File: src/hw/gfc_pkg.sv
// constants and types of the gated frequency counter
// Function
// software selects external count clock first
// count input edges only while gate high
// gate select 00 takes external gate pin
// interrupt on gate fall or both edges
// handler reads result, then clears counter
// uncleared counter resumes from held value
// status bit shows current gate level
// wrap from all ones sets overflow
// overflow holds until counter clear
// routing bit zero drives companion to pin
// routing bit touches only pin path
// fast tap: (16-set) times 2^12..14 cycles
// slow tap: (16-set) times 2^4..6 ticks
// gate alternates high and low periods
// first period may start one tick late
// change periods only stopped or low
// new low setting applies next low
// edge select one: gate fall adds one
// edge select zero: count falls of AND
// counter and result are 18 bits
package gfc_pkg;
   // register byte offsets
   localparam logic [7:0] CTRL1_OFS  = 8'h00;
   localparam logic [7:0] CTRL2_OFS  = 8'h04;
   localparam logic [7:0] RESULT_OFS = 8'h08;
   localparam logic [7:0] STATUS_OFS = 8'h0C;
   localparam logic [7:0] PERIOD_OFS = 8'h10;
   // control one fields
   localparam int CTRL1_RUN_BIT   = 0;
   localparam int CTRL1_CLEAR_BIT = 1;
   localparam int CTRL1_SRC_LSB   = 2;
   // control two fields
   localparam int CTRL2_GSEL_LSB  = 0;
   localparam int CTRL2_EDGE_BIT  = 2;
   localparam int CTRL2_SEG_BIT   = 3;
   localparam int CTRL2_ROUTE_BIT = 4;
   localparam int CTRL2_PS_LSB    = 5;
   localparam int CTRL2_TAP_BIT   = 7;
   // status and period fields
   localparam int STATUS_GATE_BIT = 0;
   localparam int STATUS_OVF_BIT  = 1;
   localparam int PERIOD_HI_LSB   = 0;
   localparam int PERIOD_LO_LSB   = 4;
   // reset values
   localparam logic [7:0] CTRL1_RST  = 8'h00;
   localparam logic [7:0] CTRL2_RST  = 8'h00;
   localparam logic [7:0] PERIOD_RST = 8'h00;
   // encodings
   localparam logic [1:0] SRC_EXTERNAL   = 2'h3;
   localparam logic [1:0] GSEL_PIN       = 2'h0;
   localparam logic [1:0] GSEL_COMPANION = 2'h1;
   localparam logic [1:0] GSEL_INTERNAL  = 2'h2;
   // gate timing counts
   localparam logic [4:0] GATE_SPAN   = 5'h10;
   localparam int         FAST_EXP    = 12;
   localparam int         SLOW_EXP    = 4;
   localparam int         FAST_DIV_W  = 14;
   localparam int         SLOW_DIV_W  = 6;
   localparam int         SYNC_STAGES = 3;

   typedef enum logic [1:0] {
      GFC_IDLE = 2'b00,
      GFC_HIGH = 2'b01,
      GFC_LOW  = 2'b10
   } gfc_gate_state_t;
endpackage : gfc_pkg

File: src/hw/gfc_gate_if.sv
// link between the counter core and the internal gate generator
interface gfc_gate_if;
   logic       run;
   logic       useLow;
   logic       fsTick;
   logic [1:0] prescale;
   logic [3:0] highSet;
   logic [3:0] lowSet;
   logic       gate;
   modport gen (input run, input useLow, input fsTick, input prescale,
                input highSet, input lowSet, output gate);
   modport core (output run, output useLow, output fsTick, output prescale,
                 output highSet, output lowSet, input gate);
endinterface : gfc_gate_if

File: src/hw/gfc_gate_gen.sv
// internal window gate generator locked to the prescaler
module gfc_gate_gen
   import gfc_pkg::*;
(
   input  wire logic ref_clk,
   input  wire logic reset_n,
   gfc_gate_if.gen   gi
);
   logic [FAST_DIV_W-1:0] divFc_r;
   logic [SLOW_DIV_W-1:0] divFs_r;
   logic [FAST_DIV_W-1:0] maskFc;
   logic [SLOW_DIV_W-1:0] maskFs;
   logic                  tick;
   logic [4:0]            rem_r;
   gfc_gate_state_t       state_r;
   logic [1:0]            psEff;

   // prescale code 11 behaves as 10
   assign psEff  = (gi.prescale == 2'h3) ? 2'h2 : gi.prescale;
   assign maskFc = FAST_DIV_W'((32'h1 << (FAST_EXP + int'(psEff))) - 1);
   assign maskFs = SLOW_DIV_W'((32'h1 << (SLOW_EXP + int'(psEff))) - 1);

   // free-running fast divider
   always_ff @(posedge ref_clk)
   begin
      if (!reset_n)
         divFc_r <= '0;
      else
         divFc_r <= divFc_r + 1'b1;
   end

   // slow divider advances on low-frequency clock ticks
   always_ff @(posedge ref_clk)
   begin
      if (!reset_n)
         divFs_r <= '0;
      else if (gi.fsTick)
         divFs_r <= divFs_r + 1'b1;
   end

   // prescaler tick selection
   assign tick = gi.useLow ? (gi.fsTick && ((divFs_r & maskFs) == '0))
                           : ((divFc_r & maskFc) == '0);

   // period sequencer
   always_ff @(posedge ref_clk)
   begin
      if (!reset_n)
      begin
         state_r <= GFC_IDLE;
         rem_r   <= '0;
      end
      else if (!gi.run)
         state_r <= GFC_IDLE;
      else if (tick)
      begin
         unique case (state_r)
            // start waits for divider tick
            GFC_IDLE:
            begin
               state_r <= GFC_HIGH;
               rem_r   <= GATE_SPAN - {1'b0, gi.highSet};
            end
            // high then low period
            GFC_HIGH:
            begin
               if (rem_r == 5'h01)
               begin
                  state_r <= GFC_LOW;
                  // low setting sampled on entry
                  rem_r   <= GATE_SPAN - {1'b0, gi.lowSet};
               end
               else
                  rem_r <= rem_r - 1'b1;
            end
            GFC_LOW:
            begin
               if (rem_r == 5'h01)
               begin
                  state_r <= GFC_HIGH;
                  rem_r   <= GATE_SPAN - {1'b0, gi.highSet};
               end
               else
                  rem_r <= rem_r - 1'b1;
            end
            default:
               state_r <= GFC_IDLE;
         endcase
      end
   end

   assign gi.gate = (state_r == GFC_HIGH);
endmodule : gfc_gate_gen

File: src/hw/gfc_counter.sv
// gated frequency counter with apb register access
//
// Register access over APB and the placing of the registers were chosen for this implementation.
module gfc_counter
   import gfc_pkg::*;
#(
   parameter int CNT_W = 18
)
(
   input  wire logic        ref_clk,
   input  wire logic        reset_n,
   input  wire logic        psel,
   input  wire logic        penable,
   input  wire logic        pwrite,
   input  wire logic [7:0]  paddr,
   input  wire logic [31:0] pwdata,
   output logic [31:0]      prdata,
   output logic             pready,
   output logic             pslverr,
   input  wire logic        countInputPin,
   input  wire logic        externalGatePin,
   input  wire logic        lowClkPin,
   input  wire logic        slowMode,
   input  wire logic        companionPwmOutput,
   output logic             sharedPortPinOut,
   output logic             sharedPortPinOe,
   output logic             timer1Interrupt
);
   gfc_gate_if gi ();

   logic [7:0]       ctrl1_r;
   logic [7:0]       ctrl2_r;
   logic [7:0]       period_r;
   logic [CNT_W-1:0] counter_r;
   logic             overflow_r;
   logic [31:0]      prdata_r;
   logic             pready_r;
   logic             pslverr_r;
   logic [2:0]       pinIn;
   logic [2:0]       stg1_r;
   logic [2:0]       stg2_r;
   logic [2:0]       stg3_r;
   logic [2:0]       filt_r;
   logic             lowPrev_r;
   logic             fsTick_r;
   logic             gateSel_r;
   logic             gatePrev_r;
   logic             cntPrev_r;
   logic             irq_r;
   logic             pinOut_r;
   logic             pinOe_r;
   logic             wrEn;
   logic             clearReq;
   logic             counting;
   logic             inc;
   logic             gateNow;
   logic             cntNow;
   logic             addrOk;
   logic [31:0]      rdVal;

   assign pinIn = {lowClkPin, externalGatePin, countInputPin};

   // three-stage synchroniser per pin, level accepted when the last two stages agree
   generate
      for (genvar i = 0; i < SYNC_STAGES; i++)
      begin : g_sync
         always_ff @(posedge ref_clk)
         begin
            if (!reset_n)
            begin
               stg1_r[i] <= 1'b0;
               stg2_r[i] <= 1'b0;
               stg3_r[i] <= 1'b0;
               filt_r[i] <= 1'b0;
            end
            else
            begin
               stg1_r[i] <= pinIn[i];
               stg2_r[i] <= stg1_r[i];
               stg3_r[i] <= stg2_r[i];
               if (stg2_r[i] == stg3_r[i])
                  filt_r[i] <= stg3_r[i];
            end
         end
      end
   endgenerate

   assign cntNow = filt_r[0];

   // low-frequency clock rising edge becomes a tick
   always_ff @(posedge ref_clk)
   begin
      if (!reset_n)
      begin
         lowPrev_r <= 1'b0;
         fsTick_r  <= 1'b0;
      end
      else
      begin
         lowPrev_r <= filt_r[2];
         fsTick_r  <= filt_r[2] & ~lowPrev_r;
      end
   end

   // drive the generator link
   assign gi.run      = ctrl1_r[CTRL1_RUN_BIT];
   assign gi.useLow   = slowMode | ctrl2_r[CTRL2_TAP_BIT];
   assign gi.fsTick   = fsTick_r;
   assign gi.prescale = ctrl2_r[CTRL2_PS_LSB +: 2];
   assign gi.highSet  = period_r[PERIOD_HI_LSB +: 4];
   assign gi.lowSet   = period_r[PERIOD_LO_LSB +: 4];

   gfc_gate_gen u_gate (
      .ref_clk (ref_clk),
      .reset_n (reset_n),
      .gi      (gi)
   );

   // gate source multiplexer
   always_comb
   begin
      unique case (ctrl2_r[CTRL2_GSEL_LSB +: 2])
         // select 00 takes gate pin
         GSEL_PIN:       gateNow = filt_r[1];
         GSEL_COMPANION: gateNow = companionPwmOutput;
         GSEL_INTERNAL:  gateNow = gi.gate;
         default:        gateNow = 1'b0;
      endcase
   end

   // registered gate and count history
   always_ff @(posedge ref_clk)
   begin
      if (!reset_n)
      begin
         gateSel_r  <= 1'b0;
         gatePrev_r <= 1'b0;
         cntPrev_r  <= 1'b0;
      end
      else
      begin
         gateSel_r  <= gateNow;
         gatePrev_r <= gateSel_r;
         cntPrev_r  <= cntNow;
      end
   end

   // apb handshake decode
   assign wrEn     = psel & penable & pready_r & pwrite & addrOk;
   assign clearReq = wrEn && (paddr == CTRL1_OFS) && pwdata[CTRL1_CLEAR_BIT];
   assign addrOk   = (paddr == CTRL1_OFS) || (paddr == CTRL2_OFS)
                     || (paddr == RESULT_OFS) || (paddr == STATUS_OFS)
                     || (paddr == PERIOD_OFS);

   // software-written registers, clear bit is a strobe
   always_ff @(posedge ref_clk)
   begin
      if (!reset_n)
      begin
         ctrl1_r  <= CTRL1_RST;
         ctrl2_r  <= CTRL2_RST;
         period_r <= PERIOD_RST;
      end
      else if (wrEn)
      begin
         if (paddr == CTRL1_OFS)
            ctrl1_r <= pwdata[7:0] & ~(8'h01 << CTRL1_CLEAR_BIT);
         if (paddr == CTRL2_OFS)
            ctrl2_r <= pwdata[7:0];
         if (paddr == PERIOD_OFS)
            period_r <= pwdata[7:0];
      end
   end

   // counting needs run and external source
   assign counting = ctrl1_r[CTRL1_RUN_BIT]
                     && (ctrl1_r[CTRL1_SRC_LSB +: 2] == SRC_EXTERNAL);

   // increment decision per edge mode
   always_comb
   begin
      if (ctrl2_r[CTRL2_SEG_BIT])
         // both input edges, gate fall adds one
         inc = counting && gatePrev_r
               && ((gateSel_r && (cntNow != cntPrev_r)) || !gateSel_r);
      else
         // falls of input and gate
         inc = counting && cntPrev_r && gatePrev_r && !(cntNow && gateSel_r);
   end

   // up-counter holds between windows
   always_ff @(posedge ref_clk)
   begin
      if (!reset_n)
         counter_r <= '0;
      else if (clearReq)
         counter_r <= '0;
      else if (inc)
         counter_r <= counter_r + 1'b1;
   end

   // sticky overflow, wrap beats clear
   always_ff @(posedge ref_clk)
   begin
      if (!reset_n)
         overflow_r <= 1'b0;
      else if (inc && (counter_r == '1))
         overflow_r <= 1'b1;
      else if (clearReq)
         overflow_r <= 1'b0;
   end

   // interrupt pulse on selected gate edges
   always_ff @(posedge ref_clk)
   begin
      if (!reset_n)
         irq_r <= 1'b0;
      else
         irq_r <= ctrl1_r[CTRL1_RUN_BIT]
                  && ((gatePrev_r && !gateSel_r)
                      || (ctrl2_r[CTRL2_EDGE_BIT] && !gatePrev_r && gateSel_r));
   end

   // companion output routed to shared pin
   always_ff @(posedge ref_clk)
   begin
      if (!reset_n)
      begin
         pinOut_r <= 1'b0;
         pinOe_r  <= 1'b0;
      end
      else
      begin
         pinOut_r <= companionPwmOutput & ~ctrl2_r[CTRL2_ROUTE_BIT];
         pinOe_r  <= ~ctrl2_r[CTRL2_ROUTE_BIT];
      end
   end

   // read mux
   always_comb
   begin
      rdVal = 32'h0000_0000;
      unique case (paddr)
         CTRL1_OFS:  rdVal[7:0] = ctrl1_r;
         CTRL2_OFS:  rdVal[7:0] = ctrl2_r;
         // result readable after window
         RESULT_OFS: rdVal[CNT_W-1:0] = counter_r;
         STATUS_OFS:
         begin
            // gate level monitor
            rdVal[STATUS_GATE_BIT] = gateSel_r;
            rdVal[STATUS_OVF_BIT]  = overflow_r;
         end
         PERIOD_OFS: rdVal[7:0] = period_r;
         default:    rdVal = 32'h0000_0000;
      endcase
   end

   // zero-wait answer: ready raised in first access cycle
   always_ff @(posedge ref_clk)
   begin
      if (!reset_n)
      begin
         pready_r  <= 1'b0;
         pslverr_r <= 1'b0;
         prdata_r  <= 32'h0000_0000;
      end
      else if (psel && !penable)
      begin
         pready_r  <= 1'b1;
         pslverr_r <= ~addrOk;
         prdata_r  <= pwrite ? 32'h0000_0000 : rdVal;
      end
      else
      begin
         pready_r  <= 1'b0;
         pslverr_r <= 1'b0;
      end
   end

   assign prdata           = prdata_r;
   assign pready           = pready_r;
   assign pslverr          = pslverr_r;
   assign sharedPortPinOut = pinOut_r;
   assign sharedPortPinOe  = pinOe_r;
   assign timer1Interrupt  = irq_r;
endmodule : gfc_counter

File: config.mk
export PLATFORM = sky130hd
export DESIGN_NAME = gfc_counter
export DESIGN_NICKNAME = d
export VERILOG_FILES = /design/src/hw/gfc_pkg.sv /design/src/hw/gfc_gate_if.sv /design/src/hw/gfc_gate_gen.sv /design/src/hw/gfc_counter.sv
export SDC_FILE = /design/constraint.sdc
export NUM_CORES = 1
export LEC_CHECK = 0
export BUFFER_PORTS_ARGS = -buffer_cell sky130_fd_sc_hd__buf_2
export CAP_MARGIN = 20
export CORE_MARGIN = 8
export CORE_UTILIZATION = 60
export CTS_CLUSTER_DIAMETER = 50
export DETAILED_ROUTE_END_ITERATION = 8
export GPL_ROUTABILITY_DRIVEN = 0
export GPL_TIMING_DRIVEN = 0
export PLACE_DENSITY = 0.92
export SLEW_MARGIN = 20
export SYNTH_ARGS = -nofsm -noshare
export SYNTH_HDL_FRONTEND = slang
export SYNTH_SLANG_ARGS = --single-unit
File: constraint.sdc
create_clock -name ref_clk -period 3.2 [get_ports ref_clk]
set_clock_uncertainty 0.2 [all_clocks]
set_input_delay 0.16 -clock ref_clk [delete_from_list [all_inputs] [get_ports ref_clk]]
set_output_delay 0.16 -clock ref_clk [all_outputs]
set_load 0.05 [all_outputs]
==> metrics.txt, run 1 <==
DR WL/cell 16.8 um; area delta synth->final 15.3%; Pre-Repair DR Iteration Count 6; routed vias/inst 5.74; diode count 0; Vert. Die Dim 108 um; DIE WIDTH 108 um; Post-synth top cells dfxtp_1, nand2_1, and2_1; PnR worst setup slack 0.783 ns; crit path DAT 2.49 ns; Slew Limit Headroom 0.415; synthesized area per cell 9.12 um2; cell taking the most area after synthesis dfxtp_1; Yosys reg bits 109; CP required 3.27 ns; Clock Sinks 109; routed wire length 12.7 mm; Worst Setup Start Kind register; Yosys top cell area share 0.427; leading post-synthesis cells by cell area dfxtp_1, nand2_1, and2_1, xor2_1, nor2b_1; initial antenna violation count 0; ratio of cells with drive above 1 in the final layout 0.167; EDFF count, synth 0; Setup TNS Final 0 ns; leakage power 2.30 nW; Slew Viols, Final 0; Skew-Pair Late Insertion Delay 0.37 ns; cell with the most instances after synthesis dfxtp_1; CP Max Fanout 8; Multi-input gate area 0.00269 mm2; pin count of the biggest net entering global routing 19; GRT overflow 0; register clock-pin slew on the reported worst setup and hold paths 0.10 ns; Final #Nets 711; PwrDens 406 mW/mm2; Reg area 0.00218 mm2; synth warn 0; Total Power 2.39 mW; wire length of the first global-routing pass 21.0 mm; # Max-Cap Violations 0; port bufs 47; final hold violations 0; Synth async-reset ratio 0; DRT iter0 DRCs 344; Fill cells 569; GRT Total Usage 0.221; worst slew pin tran 0.865 ns; die area 0.0117 mm2; vias in the first global route 4,382; sequential share of the synthesized area 0.427; WS Path Type register to register; TritonCTS clock tree yes; RSZ-0062 raised after global routing false; remaining antenna violation count after routing 0; fin crit period 2.42 ns; clk root buf clkbuf_8; CTS buffer count 9; Primary FF master, synth dfxtp_1; mapped cell area 0.00510 mm2; DP Cell Count 725; post-CTS setup buffer count 0; Max VDD drop 312 uV; CORE AREA 0.00822 mm2; final cell count without fillers 757; Mapped Cells 560; DRC Markers 0; initial core utilization 0.621; Top Ports 87; Rows 33; CTS resizes 0; worst min-delay path category primary input to register; post-DP HPWL 8.78 mm; status finished, final reports clean; Place WS 0.825 ns; Cell variety after synth 57; H-tree depth 3; Setup violations, final 0; Setup crit end kind register; routed vias 4,342; period utilization 0.755; maximum root-to-sink buffer count 2; Fmax 0.414 GHz
## final cells by class
cell class                 instances  share of cell area
multi-input combinational        408               0.456
sequential                       109               0.371
inverter                          19              0.0121
clock buffer                       9              0.0210
clock inverter                     6              0.0121
timing repair buffer              64              0.0689
buffer                            37              0.0364
tap                              105              0.0223
## report_power, final
group	switching, mW	internal, mW
Combinational	0.111	0.0644
Sequential	0.00622	1.37
Clock	0.480	0.365
## critical path, cell delays in order, from the launching register on
cell and delay, ns:
dfxtp_1 0.40, ha_1 0.20, or4b_2 0.58, clkbuf_1 0.20
o21ai_0 0.20, a22oi_1 0.10, o221a_2 0.28, o21a_1 0.16
## repair_timing
action	4_1_cts	5_1_grt
hold endpoints to repair	30	0
endpoints found under the setup margin	0	0
hold buffers	17	0
## cell families (layout without fill, tap and decap cells)
kind of cell,count (synthesis),in the layout,share of synthesized area
fa+ha+maj,13,13,0.0319
flops,109,109,0.427
xor+xnor,38,38,0.0652
other cells,1,14,0.000735
mux,20,20,0.0409
simple gates,225,225,0.241
buf+inv,56,135,0.0559
compound gates,98,98,0.137
## path summary, 6_finish.rpt
path / startpoint / endpoint / slack, ns / cells after the start
setup reg to reg: u_gate.rem_r[0]$_SDFFE_PN0P_ / u_gate.rem_r[0]$_SDFFE_PN0P_ / 0.78 / 7
hold reg to reg: lowPrev_r$_SDFF_PN0_ / fsTick_r$_SDFF_PN0_ / 0.19 / 1
hold / removal: paddr[2] / pslverr$_SDFF_PN0_ / 0.02 / 3
setup / recovery: u_gate.rem_r[0]$_SDFFE_PN0P_ / u_gate.rem_r[0]$_SDFFE_PN0P_ / 0.78 / 7
## flip-flops by register name, summed over array words and instances, names as in the netlist, 2 cells and up
signal / cells
stg2_r: 3
period_r: 8
ctrl2_r: 8
u_gate.state_r: 2
prdata: 18
ctrl1_r: 7
u_gate.divFs_r: 6
stg3_r: 3
filt_r: 2
stg1_r: 3
counter_r: 18
u_gate.rem_r: 5
u_gate.divFc_r: 14
## metrics by stage
step | utilization | hold slack (ns) | area [um2]
6_report | 0.716 | 0.0184 | 5890
3_3_place_gp | 0.672 | 0.167 | 5520
5_1_grt | 0.716 | 0.0655 | 5890
2_1_floorplan | - | 0.0817 | 5150
3_5_place_dp | 0.672 | 0.170 | 5520
4_1_cts | 0.716 | 0.00776 | 5890
## cells in the final DEF (no fill, tap or decap), types with 4 or more instances in the layout
master	instances
a211oi_1	4
a21boi_0	10
a21boi_2	8
a21oi_1	9
a222oi_1	6
a22oi_1	13
a31oi_1	4
and2_1	33
and3_1	7
buf_2	50
buf_4	15
clkbuf_1	16
clkbuf_8	9
conb_1	14
dfxtp_1	109
dlygate4sd3_1	17
ha_1	13
inv_1	19
mux2_2	7
mux2i_1	13
nand2_1	61
nand3_1	21
nand4_1	14
nor2_1	28
nor2b_1	28
nor3_1	7
o21ai_0	28
xnor2_1	16
xor2_1	22
## routing by layer
metal,part of all wire,vias up,global-route usage
met2,0.49,196,0.381
li1,-,2087,-
met1,0.40,2022,0.260
met3,0.081,37,0.0452
met4,0.033,0,0.0981
met5,0,-,0
Note: power is estimated with default switching activity, not from simulation.
==> inputs of run 2 (changes only) <==
Settings changed: ABC_AREA set to 1, CORE_UTILIZATION 60 to 56, PLACE_DENSITY 0.92 to 0.87.
Clock period 3.2 ns to 2.3 ns, I/O delays scaled along.
==> metrics.txt, run 2 <==
Max VDD drop 475 uV; H-tree depth 3; worst slew pin tran 0.701 ns; Setup TNS Final 0 ns; remaining antenna violation count after routing 0; fin crit period 1.94 ns; Sw Ratio 0.252; Clock Sinks 109; worst min-delay path category primary input to register; DRC Markers 0; Worst R2R Start counter_r[1]$_SDFFE_PP0P_; # Max-Cap Violations 0; Rows 35; Yosys reg bits 109; leakage power 2.76 nW; crit path DAT 2.01 ns; register clock-pin slew on the reported worst setup and hold paths 0.10 ns; Slew Viols, Final 0; routed wire length 12.2 mm; period utilization 0.844; CTS buffer count 9; Yosys top cell area share 0.412; Final #Nets 909; Final Core Density 0.657; DR WL/cell 12.7 um; cell taking the most area after synthesis dfxtp_1; CP startpoint pwrite; Pre-Repair DR Iteration Count 6; cell with the most instances after synthesis nand2_1; GRT overflow 0; P_int 2.48 mW; FF-to-FF setup slack 0.38 ns; pin count of the biggest net entering global routing 19; vias in the first global route 4,373; Mapped Cells 762; routed vias 4,921; Cell variety after synth 33; Skew-Pair Late Insertion Delay 0.38 ns; GRT Total Usage 0.192; leading post-synthesis cells by cell area dfxtp_1, nand2_1, nor2_1, inv_1, a21oi_1; RSZ-0062 raised after global routing false; port bufs 47; most common cell after layout, fill and taps aside nand2_1; WHS Path Cells 5; post-DP HPWL 9.11 mm; worst min-delay path endpoint ctrl1_r[5]$_SDFFE_PN0P_; initial antenna violation count 0; clock network power share 0.352; Seq pwr share 0.575; synthesized area per cell 6.94 um2; CP required 2.37 ns; Setup crit end kind register; Synth async-reset ratio 0; routed vias/inst 5.12; final hold violations 0; sw power 0.836 mW; CORE AREA 0.00920 mm2; Vert. Die Dim 113 um; ratio of cells with drive above 1 in the final layout 0.125; WS Path Type primary input to register; CTS resizes 0; initial core utilization 0.575; Logic pwr share 0.073; Post-synth top cells nand2_1, nor2_1, dfxtp_1; Primary FF master, synth dfxtp_1; area delta synth->final 14.2%; Fill cells 825; synth warn 0; Worst Setup Start Kind primary input; diode count 0; Setup violations, final 0; min-delay src penable; CP Max Fanout 10; Fmax 0.515 GHz; mapped cell area 0.00529 mm2; EDFF count, synth 0; sequential share of the synthesized area 0.412; wire length of the first global-routing pass 20.4 mm; Slew Limit Headroom 0.532; maximum root-to-sink buffer count 2; cts hold-fix bufs 13; clk root buf clkbuf_8; TritonCTS clock tree yes; most frequent cells in the layout nand2_1, nor2_1, dfxtp_1, inv_1, a21oi_1; reg2reg end counter_r[16]$_SDFFE_PP0P_; die area 0.0128 mm2; PwrDens 549 mW/mm2; post-CTS setup buffer count 0; DRT iter0 DRCs 289; Register-to-Register Path Depth 8; Top Ports 87; DIE WIDTH 113 um; status finished, final reports clean
run 2: layer usage:
layer	wire [um]	track usage
met1	5600	0.247
met2	5570	0.313
met3	904	0.0458
met4	123	0.0533
met5	0	0
run 2: cell families (layout without fill, tap and decap cells):
logic type | count (synthesis) | in the layout | synth area share
AOI/OAI and AO/OA | 102 | 102 | 0.100
buffers and inverters | 118 | 194 | 0.0988
other | 1 | 14 | 0.000709
xor gates and xnor gates | 19 | 19 | 0.0314
adders and majority gates | 13 | 13 | 0.0307
and+or+nand+nor | 400 | 400 | 0.326
DFF | 109 | 109 | 0.412
run 2: worst max-delay path by stage:
stage	to	cells after the start
floorplan	period_r[0]$_SDFFE_PN0P_	6
global placement	counter_r[14]$_SDFFE_PP0P_	11
detailed placement	counter_r[7]$_SDFFE_PP0P_	11
CTS	counter_r[16]$_SDFFE_PP0P_	9
global route	counter_r[16]$_SDFFE_PP0P_	9
finish	period_r[1]$_SDFFE_PN0P_	8
run 2: stage by stage:
| stage | instance area, um2 | cells | hold WS [ns] | total power, mW | setup slack (ns) |
|---|---|---|---|---|---|
| 2_1_floorplan | 5340 | 775 | 0.0126 | 2.11 | 0.406 |
| 3_3_place_gp | 5710 | 933 | 0.0973 | 2.17 | 0.408 |
| 3_5_place_dp | 5710 | 933 | 0.103 | 2.17 | 0.360 |
| 4_1_cts | 6040 | 962 | 0.0310 | 3.33 | 0.368 |
| 5_1_grt | 6040 | 962 | 0.0727 | 3.42 | 0.155 |
| 6_report | 6040 | 962 | 0.0441 | 3.32 | 0.360 |
run 2: final cells by class:
type | count | area [um2] | area share
Multi-Input combinational cell | 548 | 2640 | 0.436
Sequential cell | 109 | 2180 | 0.361
Timing Repair Buffer | 60 | 365 | 0.0605
Inverter | 82 | 308 | 0.0509
Buffer | 36 | 215 | 0.0356
Tap cell | 111 | 139 | 0.0230
Clock buffer | 9 | 124 | 0.0205
Clock inverter | 7 | 75.1 | 0.0124
run 2: power groups by stage:
| stage | sequential, mW | combinational [mW] | clock (mW) |
|---|---|---|---|
| 3_3_place_gp | 1.95 | 0.221 | 0 |
| 4_1_cts | 1.91 | 0.241 | 1.18 |
| 5_1_grt | 1.91 | 0.263 | 1.24 |
| 2_1_floorplan | 1.96 | 0.148 | 0 |
| 3_5_place_dp | 1.95 | 0.224 | 0 |
| 6_report | 1.91 | 0.243 | 1.17 |
run 2: critical path: stages:
cell and delay [ns]:
dlygate4sd3_1 0.53, buf_2 0.11, nand2_1 0.05, nor2_2 0.49
nand3_2 0.27, buf_2 0.25, nor2_1 0.13, nor2_1 0.07
==> inputs of run 3 (changes only) <==
Settings changed: ABC_AREA 1 to 0, CORE_UTILIZATION 56 to 51, PLACE_DENSITY 0.87 to 0.84.
Clock period 2.3 ns to 1.7 ns, I/O delays scaled along.
==> metrics.txt, run 3 (synthesized netlist as in run 1, its figures left out) <==
crit path DAT 2.13 ns; Seq pwr share 0.561; initial antenna violation count 0; routed vias 4,602; CP required 1.77 ns; Setup violations, final 24; CORE AREA 0.00973 mm2; Critical Path Max Stage Delay 0.51 ns; period utilization 1.21; Sw Ratio 0.259; pin count of the biggest net entering global routing 20; DRT iter0 DRCs 474; Post-DP Area 0.00572 mm2; Slew Limit Headroom 0.575; Fill cells 668; DRC Markers 0; WS Path Type register to register; P_int 3.40 mW; maximum root-to-sink buffer count 2; TritonCTS clock tree yes; routed wire length 13.9 mm; Skew-Pair Late Insertion Delay 0.39 ns; wire length of the first global-routing pass 21.3 mm; area delta synth->final 29.2%; H-tree depth 3; Clock Sinks 109; Setup crit end kind register; DP Cell Count 753; PwrDens 695 mW/mm2; # Max-Cap Violations 0; status finished with violations; remaining antenna violation count after routing 0; critical path's top delay family simple AND/OR/NAND/NOR gates; fin crit period 2.06 ns; final hold violations 0; crit path cell chain inv_2, ha_4, or4b_4, buf_6, o21ai_2, nand2_2, a31oi_2, a21oi_1; Design Area, Final 0.00660 mm2; Fmax 0.486 GHz; Top Ports 87; Vert. Die Dim 116 um; Max VDD drop 478 uV; leakage power 2.55 nW; CP Max Fanout 5; GRT overflow 0; RSZ-0062 raised after global routing true; PnR worst setup slack -0.359 ns; die area 0.0135 mm2; CTS buffer count 9; post-DP HPWL 8.86 mm; Worst path slowest cell or4b_4; DIE WIDTH 116 um; GRT Total Usage 0.197; ratio of cells with drive above 1 in the final layout 0.324; failing checks negative setup slack; Worst Setup Start Kind register; routed vias/inst 5.67; diode count 0; Rows 36; Final #Nets 737; worst path bufs/invs 2; register clock-pin slew on the reported worst setup and hold paths 0.11 ns; port bufs 47; worst slew pin tran 0.637 ns; initial core utilization 0.525; sw power 1.19 mW; most frequent cells in the layout dfxtp_1, nand2_1, buf_2, buf_4, and2_1; most common cell after layout, fill and taps aside dfxtp_1; Slew Viols, Final 0; Pre-Repair DR Iteration Count 6; vias in the first global route 4,437; DR WL/cell 17.2 um; worst min-delay path category primary input to register; clk root buf clkbuf_8; clock network power share 0.361; final cell count without fillers 812; Logic pwr share 0.078
-- run 3: cell types whose count changed in the layout (fill, tap and decap cells not counted), moves of 27 or more --
cell     before  now
and2_1        0   32
nand3_1      40   12
a21oi_1      52    7
nor2_1      127   28
nor2b_1       0   27
inv_1        80   18
nand2_1     187   52
-- run 3: final timing paths --
check                                 end  slack (ns)  cells after the start                          from
max          u_gate.rem_r[4]$_SDFFE_PN0P_       -0.36                      8  u_gate.rem_r[1]$_SDFFE_PN0P_
min                  lowPrev_r$_SDFF_PN0_        0.06                      2                       reset_n
max reg2reg  u_gate.rem_r[4]$_SDFFE_PN0P_       -0.36                      8  u_gate.rem_r[1]$_SDFFE_PN0P_
min reg2reg           fsTick_r$_SDFF_PN0_        0.19                      1          lowPrev_r$_SDFF_PN0_
-- run 3: what timing repair did --
item | CTS | global route
endpoints found under the setup margin | 42 | 58
pin swaps | 20 | 30
gates resized for setup | 50 | 33
hold buffers | 19 | 0
endpoints found under the hold margin | 38 | 0
cloned | 1 | 1
setup buffers | 16 | 13
-- run 3: layer usage --
metal / global-route usage / vias up / wire length, um
met5: 0 / - / 0
met4: 0.110 / 0 / 507
met3: 0.0427 / 55 / 1250
met2: 0.336 / 236 / 6720
met1: 0.224 / 2177 / 5470
li1: - / 2134 / -
-- run 3: cell type report --
type | count | area, um2 | share of cell area
sequential | 109 | 2220 | 0.337
clock buffer | 9 | 124 | 0.0188
tap | 133 | 166 | 0.0252
clock inverter | 7 | 82.6 | 0.0125
buffer | 32 | 211 | 0.0321
inverter | 19 | 71.3 | 0.0108
multi-input combinational | 409 | 3050 | 0.463
timing repair buffer | 94 | 661 | 0.100
-- run 3: power groups by stage --
| stage | clock, mW | combinational [mW] | sequential (mW) |
|---|---|---|---|
| 2_1_floorplan | 0 | 0.194 | 2.66 |
| 3_3_place_gp | 0 | 0.295 | 2.64 |
| 3_5_place_dp | 0 | 0.299 | 2.64 |
| 4_1_cts | 1.66 | 0.347 | 2.57 |
| 5_1_grt | 1.78 | 0.377 | 2.58 |
| 6_report | 1.65 | 0.357 | 2.57 |
-- run 3: through the flow --
| step | hold slack, ns | power, mW | setup TNS [ns] | utilization | setup slack (ns) |
|---|---|---|---|---|---|
| CTS | 0.0459 | 4.58 | -3.02 | 0.659 | -0.290 |
| detailed placement | 0.0955 | 2.94 | -26.28 | 0.588 | -0.505 |
| global placement | 0.0919 | 2.94 | -24.56 | 0.588 | -0.488 |
| global route | 0.0642 | 4.74 | -5.73 | 0.678 | -0.403 |
| floorplan | 0.00671 | 2.85 | -4.40 | - | -0.313 |
| finish | 0.0571 | 4.58 | -4.39 | 0.678 | -0.359 |
